===== config.mk =====
export PLATFORM = sky130hd
export DESIGN_NAME = cbu_branch
export DESIGN_NICKNAME = d
export VERILOG_FILES = /design/src/cbu_pkg.sv /design/src/cbu_branch.sv
export VERILOG_INCLUDE_DIRS = /design/src
export SDC_FILE = /design/constraint.sdc
export NUM_CORES = 1
export LEC_CHECK = 0
export BUFFER_PORTS_ARGS = -buffer_cell sky130_fd_sc_hd__buf_2
export CORE_MARGIN = 3
export CORE_UTILIZATION = 54
export DETAILED_ROUTE_END_ITERATION = 10
export GPL_TIMING_DRIVEN = 0
export HOLD_SLACK_MARGIN = 0.12
export PLACE_DENSITY = 0.85
export SLEW_MARGIN = 20
export SYNTH_ARGS = -nofsm -noshare
export SYNTH_HDL_FRONTEND = slang
export SYNTH_SLANG_ARGS = --single-unit

===== constraint.sdc =====
create_clock -name clk -period 3.5 [get_ports clk]
set_clock_uncertainty 0.15 [all_clocks]
set_input_delay 0.175 -clock clk [delete_from_list [all_inputs] [get_ports clk]]
set_output_delay 0.175 -clock clk [all_outputs]
set_load 0.01 [all_outputs]

===== src/cbu_defines.svh =====
// Constants for the conditional branch unit
// Functional notes
// - Upper opcode byte 0xE6 branches only when the negative flag is one.
// - Upper opcode byte 0xE3 branches only when the carry flag is zero.
// - Upper opcode byte 0xE7 branches only when the negative flag is zero.
// - Upper opcode byte 0xE5 branches only when the overflow flag is zero.
// - The lower opcode byte is a signed offset from -128 to 127, doubled before use.
// - A taken branch loads branch address plus 2 plus twice the offset.
// - A branch takes one cycle when not taken and two cycles when taken.
// - Decode in Q1, read offset in Q2, process in Q3, write PC in Q4 if taken; the second cycle is idle.
// - These branches never change any status flag.
`ifndef CBU_DEFINES_SVH
`define CBU_DEFINES_SVH
`define CBU_OP_NEG     8'hE6
`define CBU_OP_NO_C    8'hE3
`define CBU_OP_NON_NEG 8'hE7
`define CBU_OP_NO_OV   8'hE5
`define CBU_PC_STEP    2
`define CBU_PC_RESET   21'h000000
`endif


===== src/cbu_pkg.sv =====
// Types for the conditional branch unit
package cbu_pkg;
	typedef enum logic [1:0] {
		cbu_q1,
		cbu_q2,
		cbu_q3,
		cbu_q4
	} cbu_phase_e;
	typedef struct packed {
		logic neg;
		logic ovf;
		logic carry;
	} cbu_flags_s;
	typedef struct packed {
		logic        load;
		logic [20:0] target;
	} cbu_pc_load_s;
endpackage : cbu_pkg


===== src/cbu_branch.sv =====
// Conditional relative branch decode and execute
`timescale 1ns/1ns
`default_nettype none
`include "cbu_defines.svh"
module cbu_branch
	import cbu_pkg::*;
#(
	parameter int PC_W = 21
) (
	input  wire logic        clk,
	input  wire logic        nrst,
	input  wire logic        q_tick,
	input  wire logic        instr_valid,
	input  wire logic [15:0] instr,
	input  wire logic [PC_W-1:0] pc_inc,
	input  wire cbu_flags_s  flags,
	output cbu_pc_load_s     pc_load,
	output logic             is_branch,
	output logic             taken,
	output logic             flush,
	output logic [1:0]       phase
);
	initial begin
		if (PC_W != 21) $error("cbu_branch supports PC_W of 21 only");
	end

	cbu_phase_e q;
	logic        active;
	logic        cond_ok;
	logic        flush_cyc;
	logic [7:0]  off_lat;
	logic [PC_W-1:0] tgt;

	// Decode table used at Q1 only; is_branch and taken come from the registers latched there, flush from the Q4 register
	function automatic logic [1:0] cbu_dec(input logic [7:0] op);
		case (op)
			`CBU_OP_NEG:     cbu_dec = 2'h0;
			`CBU_OP_NO_C:    cbu_dec = 2'h1;
			`CBU_OP_NON_NEG: cbu_dec = 2'h2;
			`CBU_OP_NO_OV:   cbu_dec = 2'h3;
			default:         cbu_dec = 2'h0;
		endcase
	endfunction : cbu_dec

	wire op_hit = (instr[15:8] == `CBU_OP_NEG) || (instr[15:8] == `CBU_OP_NO_C) ||
		(instr[15:8] == `CBU_OP_NON_NEG) || (instr[15:8] == `CBU_OP_NO_OV);
	wire [1:0] kind = cbu_dec(instr[15:8]);
	wire cond_now = (kind == 2'h0) ? flags.neg :
		(kind == 2'h1) ? !flags.carry :
		(kind == 2'h2) ? !flags.neg :
		!flags.ovf;
	// Sign-extend then double the offset
	wire [PC_W-1:0] off2 = {{(PC_W-9){off_lat[7]}}, off_lat, 1'b0};
	wire start = q_tick && (q == cbu_q1) && instr_valid && op_hit && !flush_cyc;

	always_ff @(posedge clk or negedge nrst) begin
		if (!nrst) q <= cbu_q1;
		else if (q_tick) begin
			case (q)
				cbu_q1:  q <= cbu_q2;
				cbu_q2:  q <= cbu_q3;
				cbu_q3:  q <= cbu_q4;
				cbu_q4:  q <= cbu_q1;
				default: q <= cbu_q1;
			endcase
		end
	end

	// Phase strobes; one enable per register keeps each process short
	wire dec_tick  = start;
	wire rd_tick   = q_tick && active && (q == cbu_q2);
	wire proc_tick = q_tick && active && (q == cbu_q3);
	wire end_tick  = q_tick && (q == cbu_q4);
	wire wr_tick   = end_tick && active && cond_ok;

	// Flags sampled at decode; status is only read, never written
	always_ff @(posedge clk or negedge nrst) begin
		if (!nrst) active <= 1'b0;
		else if (dec_tick) active <= 1'b1;
		else if (end_tick) active <= 1'b0;
	end

	always_ff @(posedge clk or negedge nrst) begin
		if (!nrst) cond_ok <= 1'b0;
		else if (dec_tick) cond_ok <= cond_now;
	end

	always_ff @(posedge clk or negedge nrst) begin
		if (!nrst) off_lat <= 8'h00;
		else if (rd_tick) off_lat <= instr[7:0];
	end

	// Counter is already past the branch word, so no extra step here
	always_ff @(posedge clk or negedge nrst) begin
		if (!nrst) tgt <= '0;
		else if (proc_tick) tgt <= PC_W'(pc_inc + off2);
	end

	// Taken branch spends the next whole cycle as no-operation
	always_ff @(posedge clk or negedge nrst) begin
		if (!nrst) flush_cyc <= 1'b0;
		else if (q_tick && q == cbu_q4) flush_cyc <= active && cond_ok;
	end

	// PC load only in Q4 of a taken branch; untaken leaves pc_inc
	always_ff @(posedge clk or negedge nrst) begin
		if (!nrst) pc_load <= '{load: 1'b0, target: `CBU_PC_RESET};
		else begin
			pc_load.load <= wr_tick;
			if (wr_tick) pc_load.target <= tgt;
		end
	end

	assign is_branch = active;
	assign taken     = active && cond_ok;
	assign flush     = flush_cyc;
	assign phase     = q;

	// Program counter write
	load_only_q4_a : assert property (@(posedge clk) disable iff (!nrst)
		pc_load.load |-> $past(q) == cbu_q4 && $past(q_tick) && $past(active) && $past(cond_ok))
		else $error("PC load outside Q4 of taken branch");

	no_load_fail_a : assert property (@(posedge clk) disable iff (!nrst)
		pc_load.load |-> !$past(flush_cyc))
		else $error("PC load during flush cycle");

	load_pulse_a : assert property (@(posedge clk) disable iff (!nrst)
		pc_load.load |=> !pc_load.load)
		else $error("PC load longer than one clock");

	target_hold_a : assert property (@(posedge clk) disable iff (!nrst)
		!wr_tick |=> $stable(pc_load.target))
		else $error("PC target moved without a load");

	untaken_quiet_a : assert property (@(posedge clk) disable iff (!nrst)
		q_tick && active && !cond_ok && q == cbu_q4 |=> !pc_load.load && !flush_cyc)
		else $error("Untaken branch loaded PC");

	// Offset and target
	offset_latch_a : assert property (@(posedge clk) disable iff (!nrst)
		rd_tick |=> off_lat == $past(instr[7:0]))
		else $error("Offset not taken in Q2");

	offset_sign_a : assert property (@(posedge clk) disable iff (!nrst)
		$signed(off2) == $signed(off_lat) * 2)
		else $error("Offset not sign-extended and doubled");

	target_math_a : assert property (@(posedge clk) disable iff (!nrst)
		proc_tick |=> tgt == $past(pc_inc) + $past(off2))
		else $error("Branch target wrong");

	// Decode and condition
	neg_cond_a : assert property (@(posedge clk) disable iff (!nrst)
		start && instr[15:8] == `CBU_OP_NEG |=> cond_ok == $past(flags.neg))
		else $error("Negative branch condition wrong");

	noc_cond_a : assert property (@(posedge clk) disable iff (!nrst)
		start && instr[15:8] == `CBU_OP_NO_C |=> cond_ok == !$past(flags.carry))
		else $error("No-carry branch condition wrong");

	nonneg_cond_a : assert property (@(posedge clk) disable iff (!nrst)
		start && instr[15:8] == `CBU_OP_NON_NEG |=> cond_ok == !$past(flags.neg))
		else $error("Non-negative branch condition wrong");

	noov_cond_a : assert property (@(posedge clk) disable iff (!nrst)
		start && instr[15:8] == `CBU_OP_NO_OV |=> cond_ok == !$past(flags.ovf))
		else $error("No-overflow branch condition wrong");

	// Phase sequencer
	phase_q1_a : assert property (@(posedge clk) disable iff (!nrst)
		q_tick && q == cbu_q1 |=> q == cbu_q2)
		else $error("Phase did not leave Q1");

	phase_q2_a : assert property (@(posedge clk) disable iff (!nrst)
		q_tick && q == cbu_q2 |=> q == cbu_q3)
		else $error("Phase did not leave Q2");

	phase_q3_a : assert property (@(posedge clk) disable iff (!nrst)
		q_tick && q == cbu_q3 |=> q == cbu_q4)
		else $error("Phase did not leave Q3");

	phase_q4_a : assert property (@(posedge clk) disable iff (!nrst)
		q_tick && q == cbu_q4 |=> q == cbu_q1)
		else $error("Phase did not leave Q4");

	// Second cycle and refusal
	flush_follows_a : assert property (@(posedge clk) disable iff (!nrst)
		pc_load.load |-> flush_cyc)
		else $error("Taken branch missing second cycle");

	flush_holds_a : assert property (@(posedge clk) disable iff (!nrst)
		flush_cyc && !end_tick |=> flush_cyc)
		else $error("Second cycle cut short");

	flush_ends_a : assert property (@(posedge clk) disable iff (!nrst)
		flush_cyc && end_tick |=> !flush_cyc)
		else $error("Second cycle overran");

	flush_refuse_a : assert property (@(posedge clk) disable iff (!nrst)
		flush_cyc && q_tick && q == cbu_q1 |=> !active)
		else $error("Decode accepted in no-operation cycle");

	cycle_end_a : assert property (@(posedge clk) disable iff (!nrst)
		end_tick |=> !active)
		else $error("Branch ran past Q4");

	taken_c : cover property (@(posedge clk) disable iff (!nrst) pc_load.load);

	untaken_c : cover property (@(posedge clk) disable iff (!nrst)
		q_tick && active && !cond_ok && q == cbu_q4);

	back_off_c : cover property (@(posedge clk) disable iff (!nrst)
		pc_load.load && off_lat[7]);

	// A held word must meet the refusal during the idle cycle
	refused_c : cover property (@(posedge clk) disable iff (!nrst)
		flush_cyc && q_tick && q == cbu_q1 && instr_valid && op_hit);
endmodule : cbu_branch
`default_nettype wire


# Word-level counts from Yosys, hierarchy flattened
# Index checks and enable logic that the tools add are counted.
# op_classes
n_addsub	1
n_eq_ne	9
n_mux	7
reduce_logical	21
# op_table
operator	count
$eq A8 B8 Y1 const B	4
$add A21 B21 Y21	1
$logic_and A1 B1 Y1	11
$pmux W2 S4	1
$eq A2 B2 Y1 const B	3
$pmux W2 S3	1
$mux W1	5
$eq A2 B1 Y1 const B	2
$logic_not A1 Y1	4
$logic_not A2 Y1	2
$logic_or A1 B1 Y1	3
$reduce_bool A2 Y1	1
# word_totals
register_bits	56
in_bits	44
output_inout_bits	27
word_cells	46

# Depth between registers and ports, before layout
# Gate-level depths: netlist (run 1).
# logic_depth
word_depth	7
mapped_depth	9

# Least setup slack after synthesis (run 1)
# Ideal clock, no wire load.
# synth_timing
path_kind	flip-flop to flip-flop
start	register off_lat[7]
end	register tgt[16]
setup_time_ns	0.069
arrival_ns	2.171
path_slack_ns	1.110
stages_incl_launch_ff	9
synth_period_minus_slack_ns	2.390
path_cell_list	dfrtp_1 ha_1 nand2_1 or4_1 nand3_2 o31a_4 a21oi_1 or4_1 nand3_1
# synth_between
elab_chain_cells	1
# synth_lines
element	line	source
start: declaration	cbu_branch.sv:31	logic [7:0] off_lat;
start signal: assignment	cbu_branch.sv:90	else if (rd_tick) off_lat <= instr[7:0];
$add A21 B21 Y21	cbu_branch.sv:96	else if (proc_tick) tgt <= PC_W'(pc_inc + off2);
end signal: assignment	cbu_branch.sv:96	
end: declaration	cbu_branch.sv:32	logic [PC_W-1:0] tgt;
# No other way between the ends.
# A chain may end at the register's enable or synchronous reset.

# Final worst setup path (run 1)
# layout_timing
start	input port pc_inc[1]
end	register tgt[19]
# layout_between
elab_chain_cells	1
# layout_lines
element	line	source
start: declaration	cbu_branch.sv:15	input wire logic [PC_W-1:0] pc_inc,
$add A21 B21 Y21	cbu_branch.sv:96	
# No other way between the ends.

==> metrics.txt, run 1 <==
xor/xnor cell area share of the yosys netlist 0.0359; simple-gate portion of the synthesized area 0.218; count of endpoints failing setup in the final report 0; total routed wirelength approximately 6900 um; normalized max-slew margin 0.549; largest net degree at the start of global routing 57; Port Buffers just under 70; Max clock buf depth 2; Mapped Nets around 420; number of buffers inserted by hold repair at cts 14; post-route ant nets 0; worst hold path class input port to register; slew at the pin closest to its max-slew limit 0.676 ns; die area roughly 6800 um2; wire per inst 13.5 um; number of global-route vias before repair roughly 2.5k; placer's final routability congestion estimate a little under 0.9; Num CTS Buffers 5; arrival time at the worst endpoint roughly 2.8 ns; ratio of total power to cell area 465 nW/um2; # IOs between 70 and 80; top_reg_cell synth sky130_fd_sc_hd__dfrtp_1; htree depth 2; post-synthesis mux area share 0.0383; area of the placeable core roughly 5600 um2; start-to-end type of the worst setup path input port to register; maximum ir drop on the vdd rail 230 uV; postcts setup bufs 0; Rows 27; DR vias/cell 5.35; final hold vios 0; standby leakage power around 2.1 nW; outcome finished, final reports clean; Syn. warnings 0; floorplan die width around 83 um; Antenna Cells 0; number of iterations in the first detailed-routing pass 4; total power after layout 0.00179 W; setup repair after global routing missed its margin no; minimum hold slack between 0.1 and 0.15 ns; ordered list of cells on the worst path dlygate4sd3_1 > buf_2 > ha_1 > fa_1 > a21oi_1 > or3b_1 > a211o_1 > a21oi_2 > o211ai_1 > and3b_1 > o31ai_1; clk sinks 56; final setup TNS 0 ns; dpl hpwl approximately 5300 um; CP max stage delay around 0.55 ns; first-pass GRT wire length between 10000 and 15000 um; number of antenna violations at the first check in global routing 0; number of synthesized flops with an enable pin 0; via total after detailed routing roughly 2.7k; overflow left after global routing 0; area share of fa/ha/maj cells after synthesis 0.104; number of distinct library cells after synthesis 50; peak clock frequency supported by timing ~0.36 GHz; number of synthesized register bits 56; global routing usage summed across all routing layers 0.207; biggest fanout along the worst timing path 3; clock-pin slew reported for the worst setup and hold paths after clock tree synthesis around 0.1 ns; time the final worst path needs with I/O delays and setup ~2.8 ns; crit end category register; per-instance average area after synthesis 9.16 um2; First DRT Iteration DRCs roughly 120; portion of the post-synthesis area used by sequential elements 0.442; final critical-path share of the clock period 0.788; startpoint type of the worst setup path input port; post-place instance area 3610 um2; relative area change from synthesis to final layout 21.3%; chip height between 80 and 90 um; Initial Utilization 0.565; DRC violations left 0; Post-Synthesis Cells between 300 and 400; dominant combinational cell family by area after synthesis simple AND/OR/NAND/NOR gates; Final Net Count roughly 510; CTS-repair resized insts 0; number of placed cells counting well taps 487; share of cells above drive strength 1 0.222; worst path required time ~3.6 ns; Cell Area, Synth around 3200 um2; Compound-Gate Fraction of Synth Area 0.139; number of non-filler instances in the completed layout slightly above 500; clock latency on the worst-skew pair around 0.30 ns; Slowest cell on crit path sky130_fd_sc_hd__dlygate4sd3_1; ys async rst share 1.00; final max-slew violation count 0; total non-filler cell area in the finished layout 3850 um2; max-cap violations 0; clock tree from TritonCTS yes; root buffer selected by CTS sky130_fd_sc_hd__clkbuf_8
critical path, delay by kind of cell:
kind | cells | cell delay (ns)
buffers and inverters | 2 | 0.68
AND/OR/NAND/NOR | 2 | 0.59
AO/OA/AOI/OAI | 5 | 0.93
adder cells (fa/ha/maj) | 2 | 0.45
layer usage:
metal / share of wire / up-vias / global-route usage
met3: 0.057 / 8 / 0.0304
met2: 0.48 / 76 / 0.366
li1: - / 1382 / -
met5: 0 / - / 0
met1: 0.45 / 1258 / 0.266
met4: 0.012 / 0 / 0.0523
cell type report:
cell class / instances / area (um2)
Timing Repair Buffer: 83 / 488
Clock buffer: 6 / 82.6
Buffer: 13 / 57.6
Multi-Input combinational cell: 273 / 1700
Tap cell: 72 / 90.1
Sequential cell: 56 / 1400
Inverter: 4 / 15.0
Clock inverter: 2 / 15.0
Fill cell: 471 / 1760
through the flow:
stage | utilization | worst slack (ns)
2_1_floorplan | - | 1.11
3_3_place_gp | 0.643 | 0.851
3_5_place_dp | 0.643 | 0.809
4_1_cts | 0.686 | 0.773
5_1_grt | 0.686 | 0.612
6_report | 0.686 | 0.743
state kept, by name (all words and copies together), names as in the netlist:
| signal | flops |
|---|---|
| tgt | 21 |
| cond_ok | 1 |
| phase | 2 |
| off_lat | 8 |
| pc_load | 22 |
| flush | 1 |
| is_branch | 1 |
cell usage in the layout (no fill, tap or decap), drive strengths merged, types with 4 or more instances in the layout:
master	instances
nand2	104
buf	72
dfrtp	56
o21ai	25
ha	24
a21oi	16
clkbuf	16
dlygate4sd3	14
nand3	11
xnor2	10
mux2	9
nor2	7
a21o	7
nand4	5
inv	4
and3	4
kinds of logic after synthesis:
family	count (synthesis)
AND/OR/NAND/NOR	153
AO/OA/AOI/OAI	70
flip-flops	56
adder cells (fa/ha/maj)	26
buffers and inverters	17
XOR/XNOR	13
multiplexers	11
power by group:
group / internal (W) / total (W) / leakage, nW / switching [W]
clock: 0.000161 / 0.000368 / 0.0434 / 0.000207
combinational: 0.000282 / 0.000610 / 1.29 / 0.000328
sequential: 0.000741 / 0.000812 / 0.775 / 0.0000716
Yosys cell counts, drive strengths merged, types with 4 or more instances:
library cell | n | area [um2]
ha | 24 | 300
inv | 4 | 15.0
nand3 | 11 | 60.1
dfrtp | 56 | 1400
and3 | 4 | 26.3
clkbuf | 10 | 37.5
a21oi | 16 | 83.8
nand4 | 5 | 31.3
o21ai | 25 | 125
mux2 | 9 | 101
nor2 | 7 | 26.3
a21o | 7 | 52.6
xnor2 | 10 | 87.6
nand2 | 104 | 390
path summary, 6_finish.rpt:
path / startpoint / end / slack, ns / cells after the start
min in group asynchronous: nrst / off_lat[7]$_DFFE_PN0P_ / 0.31 / 2
hold reg to reg: tgt[10]$_DFFE_PN0P_ / pc_load[10]$_DFFE_PN0P_ / 0.32 / 2
setup / recovery: pc_inc[1] / tgt[19]$_DFFE_PN0P_ / 0.74 / 11
max in group asynchronous: nrst / pc_load[12]$_DFFE_PN0P_ / 2.43 / 2
hold / removal: flags[2] / cond_ok$_DFFE_PN0P_ / 0.12 / 4
setup reg to reg: off_lat[7]$_DFFE_PN0P_ / tgt[20]$_DFFE_PN0P_ / 0.77 / 8
Power figures use the tool's default switching activity.
==> inputs of run 2 (changes only) <==
Clock period 3.5 ns to 2.8 ns, I/O delays scaled along.
==> run 2 against run 1 <==
  * Combinational power up 26%
  * First-iteration DRC count is 5.6% lower
  * Cell area grew 1.1%
  * Via count grew 1.3%
  * Core utilization rose by 0.74 points
  * Critical path depth did not move
  * Hold slack gained 0.032 ns
  * Sequential share of layout area down 0.35 points
  * Sequential power grew 26%
  * Count of clock-buffer cells in the layout did not move
  * Die area unchanged
  * Cell count rose by 0.79%
  * Critical endpoint unchanged
==> metrics.txt, run 2 (synthesized netlist as in run 1, its figures left out) <==
setup repair after global routing missed its margin no (unchanged); final hold vios 0 (unchanged); clock latency on the worst-skew pair 0.31 ns (was 0.30 ns); most frequent standard cell in the layout excluding fill and tap cells sky130_fd_sc_hd__nand2_1 (unchanged); global routing usage summed across all routing layers 0.210 (was 0.207); Num CTS Buffers 5 (unchanged); arrival time at the worst endpoint 2.80 ns (was 2.82 ns); number of iterations in the first detailed-routing pass 4 (unchanged); crit end category register (unchanged); slew at the pin closest to its max-slew limit 0.679 ns (was 0.676 ns); via total after detailed routing 2759 (was 2724); number of global-route vias before repair 2551 (was 2505); floorplan die width 82.6 um (unchanged); clock tree from TritonCTS yes (unchanged); Final Net Count 509 (was 505); Antenna Cells 0 (unchanged); placer's final routability congestion estimate 0.886 (unchanged); count of endpoints failing setup in the final report 0 (unchanged); First DRT Iteration DRCs 117 (was 124); worst hold path class input port to register (unchanged); total power after layout 0.00225 W (was 0.00179 W); chip height 82.6 um (unchanged); outcome finished, final reports clean (unchanged); ratio of total power to cell area 578 nW/um2 (was 465 nW/um2); minimum hold slack 0.152 ns (was 0.120 ns); startpoint type of the worst setup path input port (unchanged); relative area change from synthesis to final layout 22.6% (was 21.3%); # IOs 71 (unchanged); maximum ir drop on the vdd rail 292 uV (was 230 uV); first-pass GRT wire length 11100 um (was 11000 um); final setup TNS 0 ns (unchanged); max FFs per register 22 (unchanged); die area 6830 um2 (unchanged); Initial Utilization 0.565 (unchanged); time the final worst path needs with I/O delays and setup between 2 and 3 ns; max-cap violations 0 (unchanged); Rows 27 (unchanged); DR vias/cell 5.38 (was 5.35); root buffer selected by CTS sky130_fd_sc_hd__clkbuf_8 (unchanged); register with the most flip-flops pc_load (unchanged); final max-slew violation count 0 (unchanged); total routed wirelength 6970 um (was 6850 um); commonest cells after routing, fill and taps aside 104 x sky130_fd_sc_hd__nand2_1, 69 x sky130_fd_sc_hd__buf_2, 55 x sky130_fd_sc_hd__dfrtp_1 (was 104 x sky130_fd_sc_hd__nand2_1, 69 x sky130_fd_sc_hd__buf_2, 56 x sky130_fd_sc_hd__dfrtp_1); wire per inst 13.6 um (was 13.5 um); standby leakage power 2.13 nW (was 2.11 nW); start-to-end type of the worst setup path input port to register (unchanged); largest registers pc_load x22, tgt x21, off_lat x8 (unchanged); setup slack of the worst register-to-register path 0.22 ns (was 0.77 ns); area of the placeable core 5610 um2 (unchanged); overflow left after global routing 0 (unchanged); number of antenna violations at the first check in global routing 0 (unchanged); normalized max-slew margin 0.547 (was 0.549); htree depth 2 (unchanged); peak clock frequency supported by timing roughly 0.37 GHz; share of cells above drive strength 1 0.222 (about the same); DRC violations left 0 (unchanged); Max clock buf depth 2 (unchanged); clock-pin slew reported for the worst setup and hold paths after clock tree synthesis 0.10 ns (about the same); worst path required time 2.86 ns (was 3.56 ns); post-route ant nets 0 (unchanged); biggest fanout along the worst timing path 3 (unchanged); dpl hpwl 5250 um (unchanged); clk sinks 56 (unchanged); largest net degree at the start of global routing 57 (unchanged); Port Buffers 69 (unchanged); final critical-path share of the clock period 0.977
[run 2: cell count changes in the layout (fill, tap and decap cells not counted), sizes merged]
cell	change
dlygate4sd3	+4
[run 2: metrics by stage]
step                      instance area (um2)   util  setup slack, ns  std cells
final                                    3890  0.693           0.0656        513
after global routing                     3890  0.693         0.000840        513
after CTS                                3890  0.693           0.0730        513
after detailed placement                 3610  0.643            0.109        487
after global placement                   3610  0.643            0.151        487
after floorplan                          3170      -            0.410        346
[run 2: power by group]
group / switching (W) / leakage (nW) / total (W) / internal, W
Clock: 0.000261 / 0.0434 / 0.000462 / 0.000201
Sequential: 0.0000903 / 0.773 / 0.00102 / 0.000927
Combinational: 0.000414 / 1.31 / 0.000769 / 0.000355
Total: 0.000765 / 2.13 / 0.00225 / 0.00148
[run 2: path summary, 6_finish.rpt]
kind	endpoint	cells after the start	startpoint
max reg2reg	tgt[20]$_DFFE_PN0P_	8	off_lat[7]$_DFFE_PN0P_
max in group asynchronous	off_lat[7]$_DFFE_PN0P_	2	nrst
min reg2reg	pc_load[10]$_DFFE_PN0P_	2	tgt[10]$_DFFE_PN0P_
min	cond_ok$_DFFE_PN0P_	4	instr[8]
min in group asynchronous	off_lat[7]$_DFFE_PN0P_	2	nrst
max	tgt[19]$_DFFE_PN0P_	11	pc_inc[1]
[run 2: area by class of cell]
type	count	area, um2
well taps	72	90.1
multi-input cells	273	1700
repair buffers	87	528
clock buffers	6	82.6
plain buffers	13	57.6
flip-flops and latches	56	1400
fillers	468	1720
clock inverters	2	15.0
inverters	4	15.0
[run 2: what timing repair did]
| action | in CTS | in global routing |
|---|---|---|
| endpoints found under the hold margin | 71 | 0 |
| setup buffers | 0 | 0 |
| gates resized for setup | 0 | 1 |
| hold buffers | 18 | 0 |
| setup endpoints to repair | 0 | 5 |
[run 2: worst max-delay path: stages]
cell and delay [ns]:
sky130_fd_sc_hd__dlygate4sd3_1 0.55, sky130_fd_sc_hd__buf_2 0.13, sky130_fd_sc_hd__ha_1 0.21, sky130_fd_sc_hd__fa_1 0.23, sky130_fd_sc_hd__a21oi_1 0.09, sky130_fd_sc_hd__or3b_1 0.40
sky130_fd_sc_hd__a211o_1 0.32, sky130_fd_sc_hd__a21oi_2 0.19, sky130_fd_sc_hd__o211ai_1 0.12, sky130_fd_sc_hd__and3b_1 0.19, sky130_fd_sc_hd__o31ai_1 0.23
[run 2: metal layers]
| layer | global-route usage | routed length, um | part of all wire | vias up |
|---|---|---|---|---|
| li1 | - | - | - | 1391 |
| met1 | 0.265 | 3080 | 0.44 | 1277 |
| met2 | 0.369 | 3370 | 0.48 | 81 |
| met3 | 0.0336 | 417 | 0.060 | 10 |
| met4 | 0.0637 | 98 | 0.014 | 0 |
| met5 | 0 | 0 | 0 | - |
